<file path="config.mk">
export PLATFORM = sky130hd
export DESIGN_NAME = vrc_reference_control
export DESIGN_NICKNAME = d
export VERILOG_FILES = /design/src/vrc_pkg.sv /design/src/vrc_reference_control.sv
export VERILOG_INCLUDE_DIRS = /design/src
export SDC_FILE = /design/constraint.sdc
export NUM_CORES = 1
export LEC_CHECK = 0
export ABC_CLOCK_PERIOD_IN_PS = 1800
export BUFFER_PORTS_ARGS = -buffer_cell sky130_fd_sc_hd__buf_2
export CAP_MARGIN = 30
export CELL_PAD_IN_SITES_DETAIL_PLACEMENT = 1
export CELL_PAD_IN_SITES_GLOBAL_PLACEMENT = 2
export CORE_ASPECT_RATIO = 0.8
export CORE_UTILIZATION = 12
export DETAILED_ROUTE_END_ITERATION = 6
export PLACE_DENSITY = 0.83
export RECOVER_POWER = 50
export SKIP_CTS_REPAIR_TIMING = 1
export SYNTH_ARGS = -nofsm -noshare
export SYNTH_HDL_FRONTEND = slang
export SYNTH_SLANG_ARGS = --single-unit
</file>
<file path="constraint.sdc">
create_clock -name clk -period 1.8 [get_ports clk]
set_input_delay 0.36 -clock clk [delete_from_list [all_inputs] [get_ports clk]]
set_output_delay 0.36 -clock clk [all_outputs]
set_load 0.03 [all_outputs]
</file>
<file path="src/vrc_defs.svh">
// register offset, field positions and reset value of the voltage reference control
`ifndef VRC_DEFS_SVH
`define VRC_DEFS_SVH
`define VRC_REF_CTRL_ADDR   8'hD1
`define VRC_REF_CTRL_RESET  8'h00
`define VRC_BIT_REF_SEL     3
`define VRC_BIT_TEMP_EN     2
`define VRC_BIT_BIAS_EN     1
`define VRC_WR_MASK         8'h0E
`define VRC_UNUSED_MASK     8'hF1
`define VRC_TEMP_MUX_CODE   3'h7
`endif

</file>
<file path="src/vrc_pkg.sv">
// types of the voltage reference control
`default_nettype none
package vrc_pkg;
    // special function register access from the core
    typedef struct packed {
        logic [7:0] addr;
        logic [7:0] wdata;
        logic       wr;
    } vrc_sfr_req_t;

    // analog control outputs
    typedef struct packed {
        logic ref_source_select;
        logic temp_sensor_enable;
        logic bias_gen_enable;
    } vrc_analog_t;

    typedef enum logic {
        VRC_SRC_EXT_PIN,
        VRC_SRC_SUPPLY
    } vrc_src_t;
endpackage
`default_nettype wire

</file>
<file path="src/vrc_reference_control.sv">
// voltage reference control register with bias generator forcing
`timescale 1ns/1ps
`default_nettype none
`include "vrc_defs.svh"

// Summary of operation
// - bit 3 selects the reference source, zero for the external reference pin and one for the supply.
// - the bias generator enable is forced high while the converter, temperature sensor or oscillator is on.
// - writing one to bit 1 turns the bias generator on by itself, zero leaves it to the dependent peripherals.
// - bit 2 turns the temperature sensor on when set and off when cleared.
// - the sensor is routed to the highest-numbered code of the converter positive input multiplexer.
module vrc_reference_control (
    input  wire logic                  clk,
    input  wire logic                  rst,
    input  wire vrc_pkg::vrc_sfr_req_t sfr_req,
    output logic [7:0]                 sfr_rdata,
    input  wire logic                  adc_enable,
    input  wire logic                  osc_enable,
    input  wire logic [2:0]            adc_pos_mux_sel,
    output vrc_pkg::vrc_analog_t       analog_ctrl,
    output vrc_pkg::vrc_src_t          ref_source,
    output logic                       temp_sensor_selected
);

    ////////////////////////////////////////////////////////////////////////////
    logic [7:0] reference_control;
    logic [7:0] next_reference_control;
    logic       sel_hit;

    assign sel_hit = sfr_req.wr && (sfr_req.addr == `VRC_REF_CTRL_ADDR);

    always_comb begin
        next_reference_control = reference_control;
        if (sel_hit) begin
            next_reference_control = sfr_req.wdata & `VRC_WR_MASK;
        end
    end

    always_ff @(posedge clk or posedge rst) begin
        if (rst) begin
            reference_control <= `VRC_REF_CTRL_RESET;
        end else begin
            reference_control <= next_reference_control;
        end
    end

    ////////////////////////////////////////////////////////////////////////////
    logic bias_force;
    assign bias_force = adc_enable | osc_enable | reference_control[`VRC_BIT_TEMP_EN];

    always_comb begin
        sfr_rdata = 8'h00;
        if (sfr_req.addr == `VRC_REF_CTRL_ADDR) begin
            sfr_rdata = reference_control & `VRC_WR_MASK;
            sfr_rdata[`VRC_BIT_BIAS_EN] = reference_control[`VRC_BIT_BIAS_EN] | bias_force;
        end
    end

    always_comb begin
        analog_ctrl.ref_source_select  = reference_control[`VRC_BIT_REF_SEL];
        analog_ctrl.temp_sensor_enable = reference_control[`VRC_BIT_TEMP_EN];
        analog_ctrl.bias_gen_enable    = reference_control[`VRC_BIT_BIAS_EN] | bias_force;
    end

    assign ref_source = reference_control[`VRC_BIT_REF_SEL] ? vrc_pkg::VRC_SRC_SUPPLY
                                                           : vrc_pkg::VRC_SRC_EXT_PIN;
    assign temp_sensor_selected = (adc_pos_mux_sel == `VRC_TEMP_MUX_CODE) && reference_control[`VRC_BIT_TEMP_EN];
endmodule // vrc_reference_control
`default_nettype wire

</file>
==> results.py, run 1 <==
metrics = {
    "outcome": {
        "run_status": "finished clean",
    },
    "synthesis": {
        "synth_common_cells": "7 x buf_4, 3 x dfrtp_1, 3 x mux2_2, 2 x and3_1, 2 x and4bb_2",
        "async_reset_ff_frac": 1.00,
        "yosysUniqueCellTypes": 11,
        "synth_area_sq_um": 245,
        "synth_flop_cell": "dfrtp_1",
        "synth.most_common_cell": "buf_4",
        "synth_edf_count": 0,
        "ys_ff_latch": 3,
        "syn_area_per_cell_sq_um": 10.7,
        "yosysSeqAreaShare": 0.306,
        "ys_warn_count": 0,
        "yosys.area.top_type": "dfrtp_1",
        "synth_area_leaders": "dfrtp_1 31%, buf_4 21%, mux2_2 14%, and4bb_2 10%, and3_1 5.1%",
        "syn_inst": 23,
        "synth_top_area_share": 0.306,
    },
    "critical_path": {
        "r2r_cells": 2,
        "r2r-end": "reference_control[2]",
        "crit_path_start_kind": "register",
        "slowest_stage": "or4_4",
        "crit_path_cell_trace": "or4_4, and3_4, buf_6",
        "crit_required_ns": 1.44,
        "r2r_setup_slack_ns": 0.91,
        "arrival_ns": 1.38,
        "worstSetupStartpoint": "reference_control[2]",
        "max_stage_delay_ns": 0.48,
        "r2r_start": "reference_control[2]",
        "critPathCaptureType": "primary output",
        "cp_max_fo": 2,
        "path_class": "reg2out",
        "worstSetupEndpoint": "sfr_rdata[1]",
    },
    "global_routing": {
        "antenna_found_initial": 0,
        "grt_use_total": 0.0714,
        "grt_max_degree": 5,
        "grt_pass1_wl_microns": 1080,
        "grt_pass1_vias": 290,
        "grt_overflow": 0,
    },
    "layout": {
        "n_antenna_cell": 0,
        "largest_registers": "reference_control x3",
        "nFillCells": 238,
        "largest_register_ffs": 3,
        "synthToLayoutAreaGrowth_pct": 69.9,
        "fin_nets": 77,
        "utilization": 0.218,
        "largest-register": "reference_control",
        "stdcell_area_sq_um": 417,
        "final_cells": 76,
        "drive_above_1_share": 0.712,
    },
    "hold_path": {
        "whs_path_depth": 2,
        "min_path_type": "in2reg",
    },
    "power": {
        "seqPwrFrac": 0.291,
        "switching_share": 0.282,
        "pwr-share-clk": 0.466,
        "p_leak_nw": 0.247,
        "power_density_mw_per_mm2": 601,
        "power_switching_mw": 0.0706,
        "total_power_mw": 0.250,
        "pwr-share-comb": 0.242,
        "power.internal_mw": 0.180,
        "peakVddDrop_mv": 0.141,
    },
    "floorplanning": {
        "die_w_microns": 52.5,
        "start_util": 0.128,
        "core_area_sq_mm": 0.00191,
        "die-area_sq_mm": 0.00223,
        "ios": 37,
        "row_count": 14,
        "die_h_microns": 42.4,
    },
    "clock_tree": {
        "cts_buffers": 3,
        "htree_num_levels": 1,
        "cts_root_buffer": "clkbuf_4",
        "clk_path_buf_depth": 2,
        "clkSlewWorstSetupHoldPaths_ns": 0.04,
        "tritoncts": "done",
        "cts_sinks": 3,
        "clk_latency_ns": 0.23,
    },
    "sta": {
        "fin_tns_setup_ns": 0,
        "fmax_ghz": 0.575,
        "setup_viol": 0,
        "fin_crit_sh": 0.966,
        "finalClockSkew_ns": 0,
        "hold_violations": 0,
        "rsz0062_at_grt": "no",
        "fin_ws_ns": 0.0610,
        "maxSlewViolCount": 0,
        "hold_ws_ns": 0.360,
        "post-route-min-period_ns": 1.74,
    },
    "route": {
        "first_pass_iters": 1,
        "via_per_inst": 3.49,
        "antenna_left": 0,
        "finalWirelength_microns": 687,
        "routed_wire_length_per_instance_microns": 9.04,
        "remaining_drc_errors": 0,
        "vias": 265,
        "detail_route.iter0.violations": 0,
    },
    "place": {
        "dp_cells": 71,
        "io_buffers": 26,
        "placed_area_sq_um": 375,
        "gp_congestion": 0.566,
        "place_ws_ns": 0.119,
    },
    "job": {
        "cap_violations": 0,
    },
}
==> power by group through the flow <==
stage | Sequential (mW) | Clock, mW | Combinational [mW]
finish | 0.0730 | 0.117 | 0.0606
CTS | 0.0730 | 0.125 | 0.0601
global placement | 0.0737 | 0 | 0.0582
floorplan | 0.0761 | 0 | 0.0434
detailed placement | 0.0739 | 0 | 0.0601
global route | 0.0733 | 0.133 | 0.0659
==> routing by layer <==
layer / GRT usage / wire length, microns / up-vias
li1: - / - / 127
met1: 0.0541 / 215 / 124
met2: 0.127 / 409 / 14
met3: 0.0254 / 63 / 0
met4: 0.0789 / 0 / 0
met5: 0 / 0 / -
==> layout by cell type (no fill, tap or decap) <==
master         count
buf_6              1
conb_1             5
clkbuf_4           3
and4bb_1           1
or4_4              1
dfrtp_1            3
and3_2             1
and4_2             1
nand3_1            1
clkbuf_1           2
and3_1             1
buf_2             24
and3_4             1
buf_4              1
mux2_2             3
and4bb_2           1
dlygate4sd3_1      1
inv_1              1
==> critical path, delay by kind of cell (launching register included) <==
kind                   cells  cell delay (ns)
flip-flops                 1             0.37
buffers and inverters      1             0.13
AND/OR/NAND/NOR            2             0.65
==> how the worst min path moves through the flow <==
stage	slack, ns	to	startpoint
4_1_cts	-0.02	reference_control[3]	rst
2_1_floorplan	0.11	reference_control[1]	rst
3_5_place_dp	0.23	reference_control[3]	rst
3_3_place_gp	0.23	reference_control[1]	rst
6_report	0.36	reference_control[3]	sfr_req[4]
5_1_grt	0.37	reference_control[3]	sfr_req[4]
==> cell families after synthesis <==
logic type	count (synthesis)	synth area share
AND/OR/NAND/NOR	8	0.311
buffers and inverters	8	0.230
multiplexers	3	0.138
flip-flops	3	0.306
other	1	0.0153
==> cell type report <==
cell class | instances | area (sq um) | area share
Tap cell | 24 | 30.0 | 0.0721
Clock buffer | 4 | 26.3 | 0.0631
Inverter | 1 | 3.75 | 0.00901
Timing Repair Buffer | 28 | 153 | 0.366
Multi-Input combinational cell | 16 | 129 | 0.309
Sequential cell | 3 | 75.1 | 0.180
Note: power is estimated with default switching activity, not from simulation.
==> run 2: changes to the inputs <==
- CELL_PAD_IN_SITES_GLOBAL_PLACEMENT: 2 -> 1
- CORE_ASPECT_RATIO: 0.8 -> 0.9
- CORE_UTILIZATION: 12 -> 16
- PLACE_DENSITY: 0.83 -> 0.8
==> run 2 against run 1 <==
  * Die area fell by 24%
  * Sequential share of layout area rose by 0.11 points
  * Count of clock-buffer cells in the layout did not move
  * Power rose by 1.9%
  * Wire length rose by 1.0%
  * First-iteration DRC count rose by 3
  * Cell count fell by 11%
  * Fmax fell by 0.99%
  * Highest routed layer unchanged
==> results.py, run 2 (same netlist as run 1, synthesis figures left out) <==
metrics = {
    "layout": {
        "final_cell_mix": "25 x buf_2, 5 x conb_1, 3 x mux2_2, 3 x clkbuf_4, 3 x dfrtp_1",
        "final_common_cell": "buf_2",
        "seq_area_sq_um": 75.1,
        "utilization": 0.289,
        "drive_above_1_share": 0.736,
        "fin_nets": 78,
        "largest_registers": "reference_control x3",
        "n_antenna_cell": 0,
        "stdcell_area_sq_um": 414,
        "nFillCells": 186,
        "multi_input_area_sq_um": 129,
        "synthToLayoutAreaGrowth_pct": 68.9,
        "final_cells": 68,
        "largest_register_ffs": 3,
        "largest-register": "reference_control",
    },
    "global_routing": {
        "grt_pass1_wl_microns": 1040,
        "antenna_found_initial": 0,
        "grt_max_degree": 6,
        "grt_use_total": 0.0917,
        "grt_pass1_vias": 257,
        "grt_overflow": 0,
    },
    "floorplanning": {
        "die_w_microns": 43.3,
        "row_count": 13,
        "die-area_sq_mm": 0.00169,
        "ios": 37,
        "core_area_sq_mm": 0.00143,
        "die_h_microns": 39.1,
        "start_util": 0.171,
    },
    "clock_tree": {
        "clkSlewWorstSetupHoldPaths_ns": 0.04,
        "cts_buffers": 3,
        "clk_latency_ns": 0.24,
        "clk_path_buf_depth": 2,
        "cts_sinks": 3,
        "htree_num_levels": 1,
        "tritoncts": "done",
        "cts_root_buffer": "clkbuf_4",
    },
    "sta": {
        "finalClockSkew_ns": 0,
        "hold_ws_ns": 0.356,
        "fin_ws_ns": 0.0437,
        "post-route-min-period_ns": 1.76,
        "fmax_ghz": 0.569,
        "setup_viol": 0,
        "maxSlewViolCount": 0,
        "hold_violations": 0,
        "rsz0062_at_grt": "no",
        "fin_tns_setup_ns": 0,
        "fin_crit_sh": 0.976,
    },
    "route": {
        "first_pass_iters": 2,
        "routed_wire_length_per_instance_microns": 10.2,
        "antenna_left": 0,
        "detail_route.iter0.violations": 3,
        "remaining_drc_errors": 0,
        "via_per_inst": 4.10,
        "vias": 279,
        "finalWirelength_microns": 694,
    },
    "hold_path": {
        "min_from": "sfr_req[4]",
        "min_to": "reference_control[3]",
        "whs_path_depth": 2,
        "min_path_type": "in2reg",
    },
    "critical_path": {
        "path_class": "reg2out",
        "crit_required_ns": 1.44,
        "r2r_start": "reference_control[2]",
        "worstSetupStartpoint": "reference_control[2]",
        "r2r-end": "reference_control[2]",
        "crit_path_start_kind": "register",
        "r2r_setup_slack_ns": 0.89,
        "r2r_cells": 2,
        "cp_max_fo": 3,
        "critPathCaptureType": "primary output",
        "arrival_ns": 1.40,
    },
    "power": {
        "power_density_mw_per_mm2": 616,
        "p_leak_nw": 0.256,
        "peakVddDrop_mv": 0.172,
        "total_power_mw": 0.255,
    },
    "place": {
        "placed_area_sq_um": 357,
        "io_buffers": 26,
        "dp_cells": 61,
        "gp_congestion": 0.613,
        "place_ws_ns": 0.109,
    },
    "job": {
        "cap_violations": 0,
    },
    "outcome": {
        "run_status": "finished clean",
    },
}
==> run 2: cell count changes in the layout (fill, tap and decap cells not counted), sizes merged <==
cell    change
buf         +2
clkbuf      -1
==> run 2: worst max-delay path by stage <==
stage / end / slack, ns / depth (start not counted)
floorplan: sfr_rdata[1] / 0.14 / 2
global placement: sfr_rdata[1] / 0.13 / 4
detailed placement: sfr_rdata[1] / 0.11 / 4
CTS: sfr_rdata[1] / -0.14 / 3
global route: sfr_rdata[1] / 0.004 / 3
finish: sfr_rdata[1] / 0.04 / 3
==> run 2: layer usage <==
layer / vias to the layer above / global-route usage / part of all wire
met4: 0 / 0.0909 / 0
met2: 11 / 0.172 / 0.64
met5: - / 0 / 0
met1: 138 / 0.0769 / 0.29
met3: 0 / 0.0280 / 0.072
li1: 130 / - / -
==> run 2: layout make-up <==
class / instances / area share
clock buffers: 4 / 0.0634
inverters: 1 / 0.00906
multi-input cells: 16 / 0.311
flip-flops and latches: 3 / 0.181
well taps: 15 / 0.0453
repair buffers: 29 / 0.390
==> run 2: critical path: stages, from the launching register on <==
cell and delay, ns:
dfrtp_1 0.39, or4_4 0.49, and3_4 0.16, buf_6 0.13
==> run 2: power breakdown <==
part           internal [mW]  total (mW)  switching [mW]  leakage [nW]
clock network         0.0832       0.120          0.0372        0.0150
logic                 0.0272      0.0615          0.0344         0.200
registers             0.0710      0.0732         0.00213        0.0414
==> run 3: changes to the inputs <==
- CELL_PAD_IN_SITES_DETAIL_PLACEMENT: 1 -> unset
- CELL_PAD_IN_SITES_GLOBAL_PLACEMENT: 1 -> unset
- CORE_AREA: unset -> 2 2 39 41
- CORE_ASPECT_RATIO: 0.9 -> unset
- CORE_UTILIZATION: 16 -> unset
- DIE_AREA: unset -> 0 0 41 43
- PLACE_DENSITY: 0.8 -> 0.63
==> run 3 against run 2 <==
  * Critical path depth did not move
  * Hold slack improved by 0.0038 ns
  * Sequential share of layout area rose by 0.33 points
  * Critical endpoint unchanged
  * Largest power group unchanged
  * Die area rose by 4.1%
  * Cell count did not move
  * Critical path type unchanged
  * Clock skew did not move
  * Count of clock-buffer cells in the layout did not move
  * Highest routed layer is now met4
==> results.py, run 3 (same netlist as run 1, synthesis figures left out) <==
metrics = {
    "place": {
        "place_ws_ns": 0.125,
        "io_buffers": 26,
        "gp_congestion": 0.662,
    },
    "route": {
        "via_per_inst": 3.96,
        "finalWirelength_microns": 617,
        "detail_route.iter0.violations": 1,
        "antenna_left": 0,
        "vias": 269,
        "routed_wire_length_per_instance_microns": 9.07,
        "remaining_drc_errors": 0,
        "first_pass_iters": 2,
    },
    "critical_path": {
        "cp_max_fo": 2,
        "crit_required_ns": 1.44,
        "r2r_start": "reference_control[2]",
        "critPathCaptureType": "primary output",
        "r2r_cells": 2,
        "r2r_setup_slack_ns": 0.93,
        "r2r-end": "reference_control[2]",
        "crit_path_start_kind": "register",
        "worstSetupStartpoint": "reference_control[2]",
        "path_class": "reg2out",
        "arrival_ns": 1.36,
    },
    "global_routing": {
        "use_met1": 0.0682,
        "grt_use_total": 0.0806,
        "top_usage_layer": "met2",
        "met3_usage": 0.0628,
        "grt_pass1_wl_microns": 855,
        "antenna_found_initial": 0,
        "met2_usage": 0.109,
        "grt_overflow": 0,
        "grt_max_degree": 5,
        "grt_pass1_vias": 223,
    },
    "floorplanning": {
        "row_count": 14,
        "die-area_sq_mm": 0.00176,
        "core_area_sq_mm": 0.00138,
        "start_util": 0.177,
        "die_w_microns": 41,
        "ios": 37,
        "die_h_microns": 43,
    },
    "layout": {
        "largest-register": "reference_control",
        "final_cell_mix": "24 x buf_2, 5 x conb_1, 3 x mux2_2, 3 x clkbuf_4, 3 x dfrtp_1",
        "nFillCells": 159,
        "drive_above_1_share": 0.712,
        "final_common_cell": "buf_2",
        "fin_nets": 77,
        "largest_registers": "reference_control x3",
        "synthToLayoutAreaGrowth_pct": 65.8,
        "seq_area_sq_um": 75.1,
        "multi_input_area_sq_um": 129,
        "n_antenna_cell": 0,
        "largest_register_ffs": 3,
    },
    "power": {
        "power_density_mw_per_mm2": 623,
        "peakVddDrop_mv": 0.187,
        "p_leak_nw": 0.247,
        "total_power_mw": 0.253,
    },
    "sta": {
        "fmax_ghz": 0.580,
        "finalClockSkew_ns": 0,
        "maxSlewViolCount": 0,
        "rsz0062_at_grt": "no",
        "fin_tns_setup_ns": 0,
        "hold_violations": 0,
        "fin_crit_sh": 0.957,
        "fin_ws_ns": 0.0770,
        "post-route-min-period_ns": 1.72,
        "setup_viol": 0,
    },
    "clock_tree": {
        "htree_num_levels": 1,
        "clkSlewWorstSetupHoldPaths_ns": 0.04,
        "cts_buffers": 3,
        "cts_root_buffer": "clkbuf_4",
        "tritoncts": "done",
        "cts_sinks": 3,
        "clk_path_buf_depth": 2,
        "clk_latency_ns": 0.23,
    },
    "hold_path": {
        "min_to": "reference_control[2]",
        "min_from": "sfr_req[3]",
        "min_path_type": "in2reg",
        "whs_path_depth": 2,
    },
    "outcome": {
        "run_status": "finished clean",
    },
    "job": {
        "cap_violations": 0,
    },
}
run 3: cell count changes in the layout (fill, tap and decap cells not counted), sizes merged:
| cell | before | now |
|---|---|---|
| clkbuf | 4 | 5 |
| buf | 28 | 26 |
run 3: how the worst max path moves through the flow:
stage | end | slack [ns]
after CTS | sfr_rdata[1] | -0.05
after detailed placement | sfr_rdata[1] | 0.13
after global placement | sfr_rdata[1] | 0.13
after floorplan | sfr_rdata[1] | 0.14
after global routing | sfr_rdata[1] | 0.03
final | sfr_rdata[1] | 0.08
run 3: metal layers:
metal  wire, microns  share of wire
met2             289           0.47
met1             212           0.34
met3             101           0.16
met5               0              0
met4              13          0.021
run 3: area by class of cell:
| class | count | area share |
|---|---|---|
| Timing Repair Buffer | 28 | 0.375 |
| Multi-Input combinational cell | 16 | 0.317 |
| Sequential cell | 3 | 0.185 |
| Clock buffer | 4 | 0.0646 |
| Tap cell | 16 | 0.0492 |
| Inverter | 1 | 0.00923 |
run 3: power by group:
part / leakage, nW / internal [mW] / switching (mW)
clock: 0.0150 / 0.0832 / 0.0372
combinational: 0.190 / 0.0257 / 0.0343
sequential: 0.0414 / 0.0710 / 0.00173
run 3: worst max-delay path, cell delays in order, from the launching register on:
cell     delay (ns)
dfrtp_1        0.36
or4_4          0.48
and3_4         0.16
buf_6          0.13
run 3: through the flow:
stage | std cells | hold WS (ns) | cell area, sq um | utilization
after floorplan | 27 | 0.114 | 260 | -
after global placement | 63 | 0.233 | 365 | 0.264
after detailed placement | 63 | 0.234 | 365 | 0.264
after CTS | 67 | -0.0155 | 392 | 0.283
after global routing | 68 | 0.344 | 407 | 0.294
final | 68 | 0.360 | 407 | 0.294
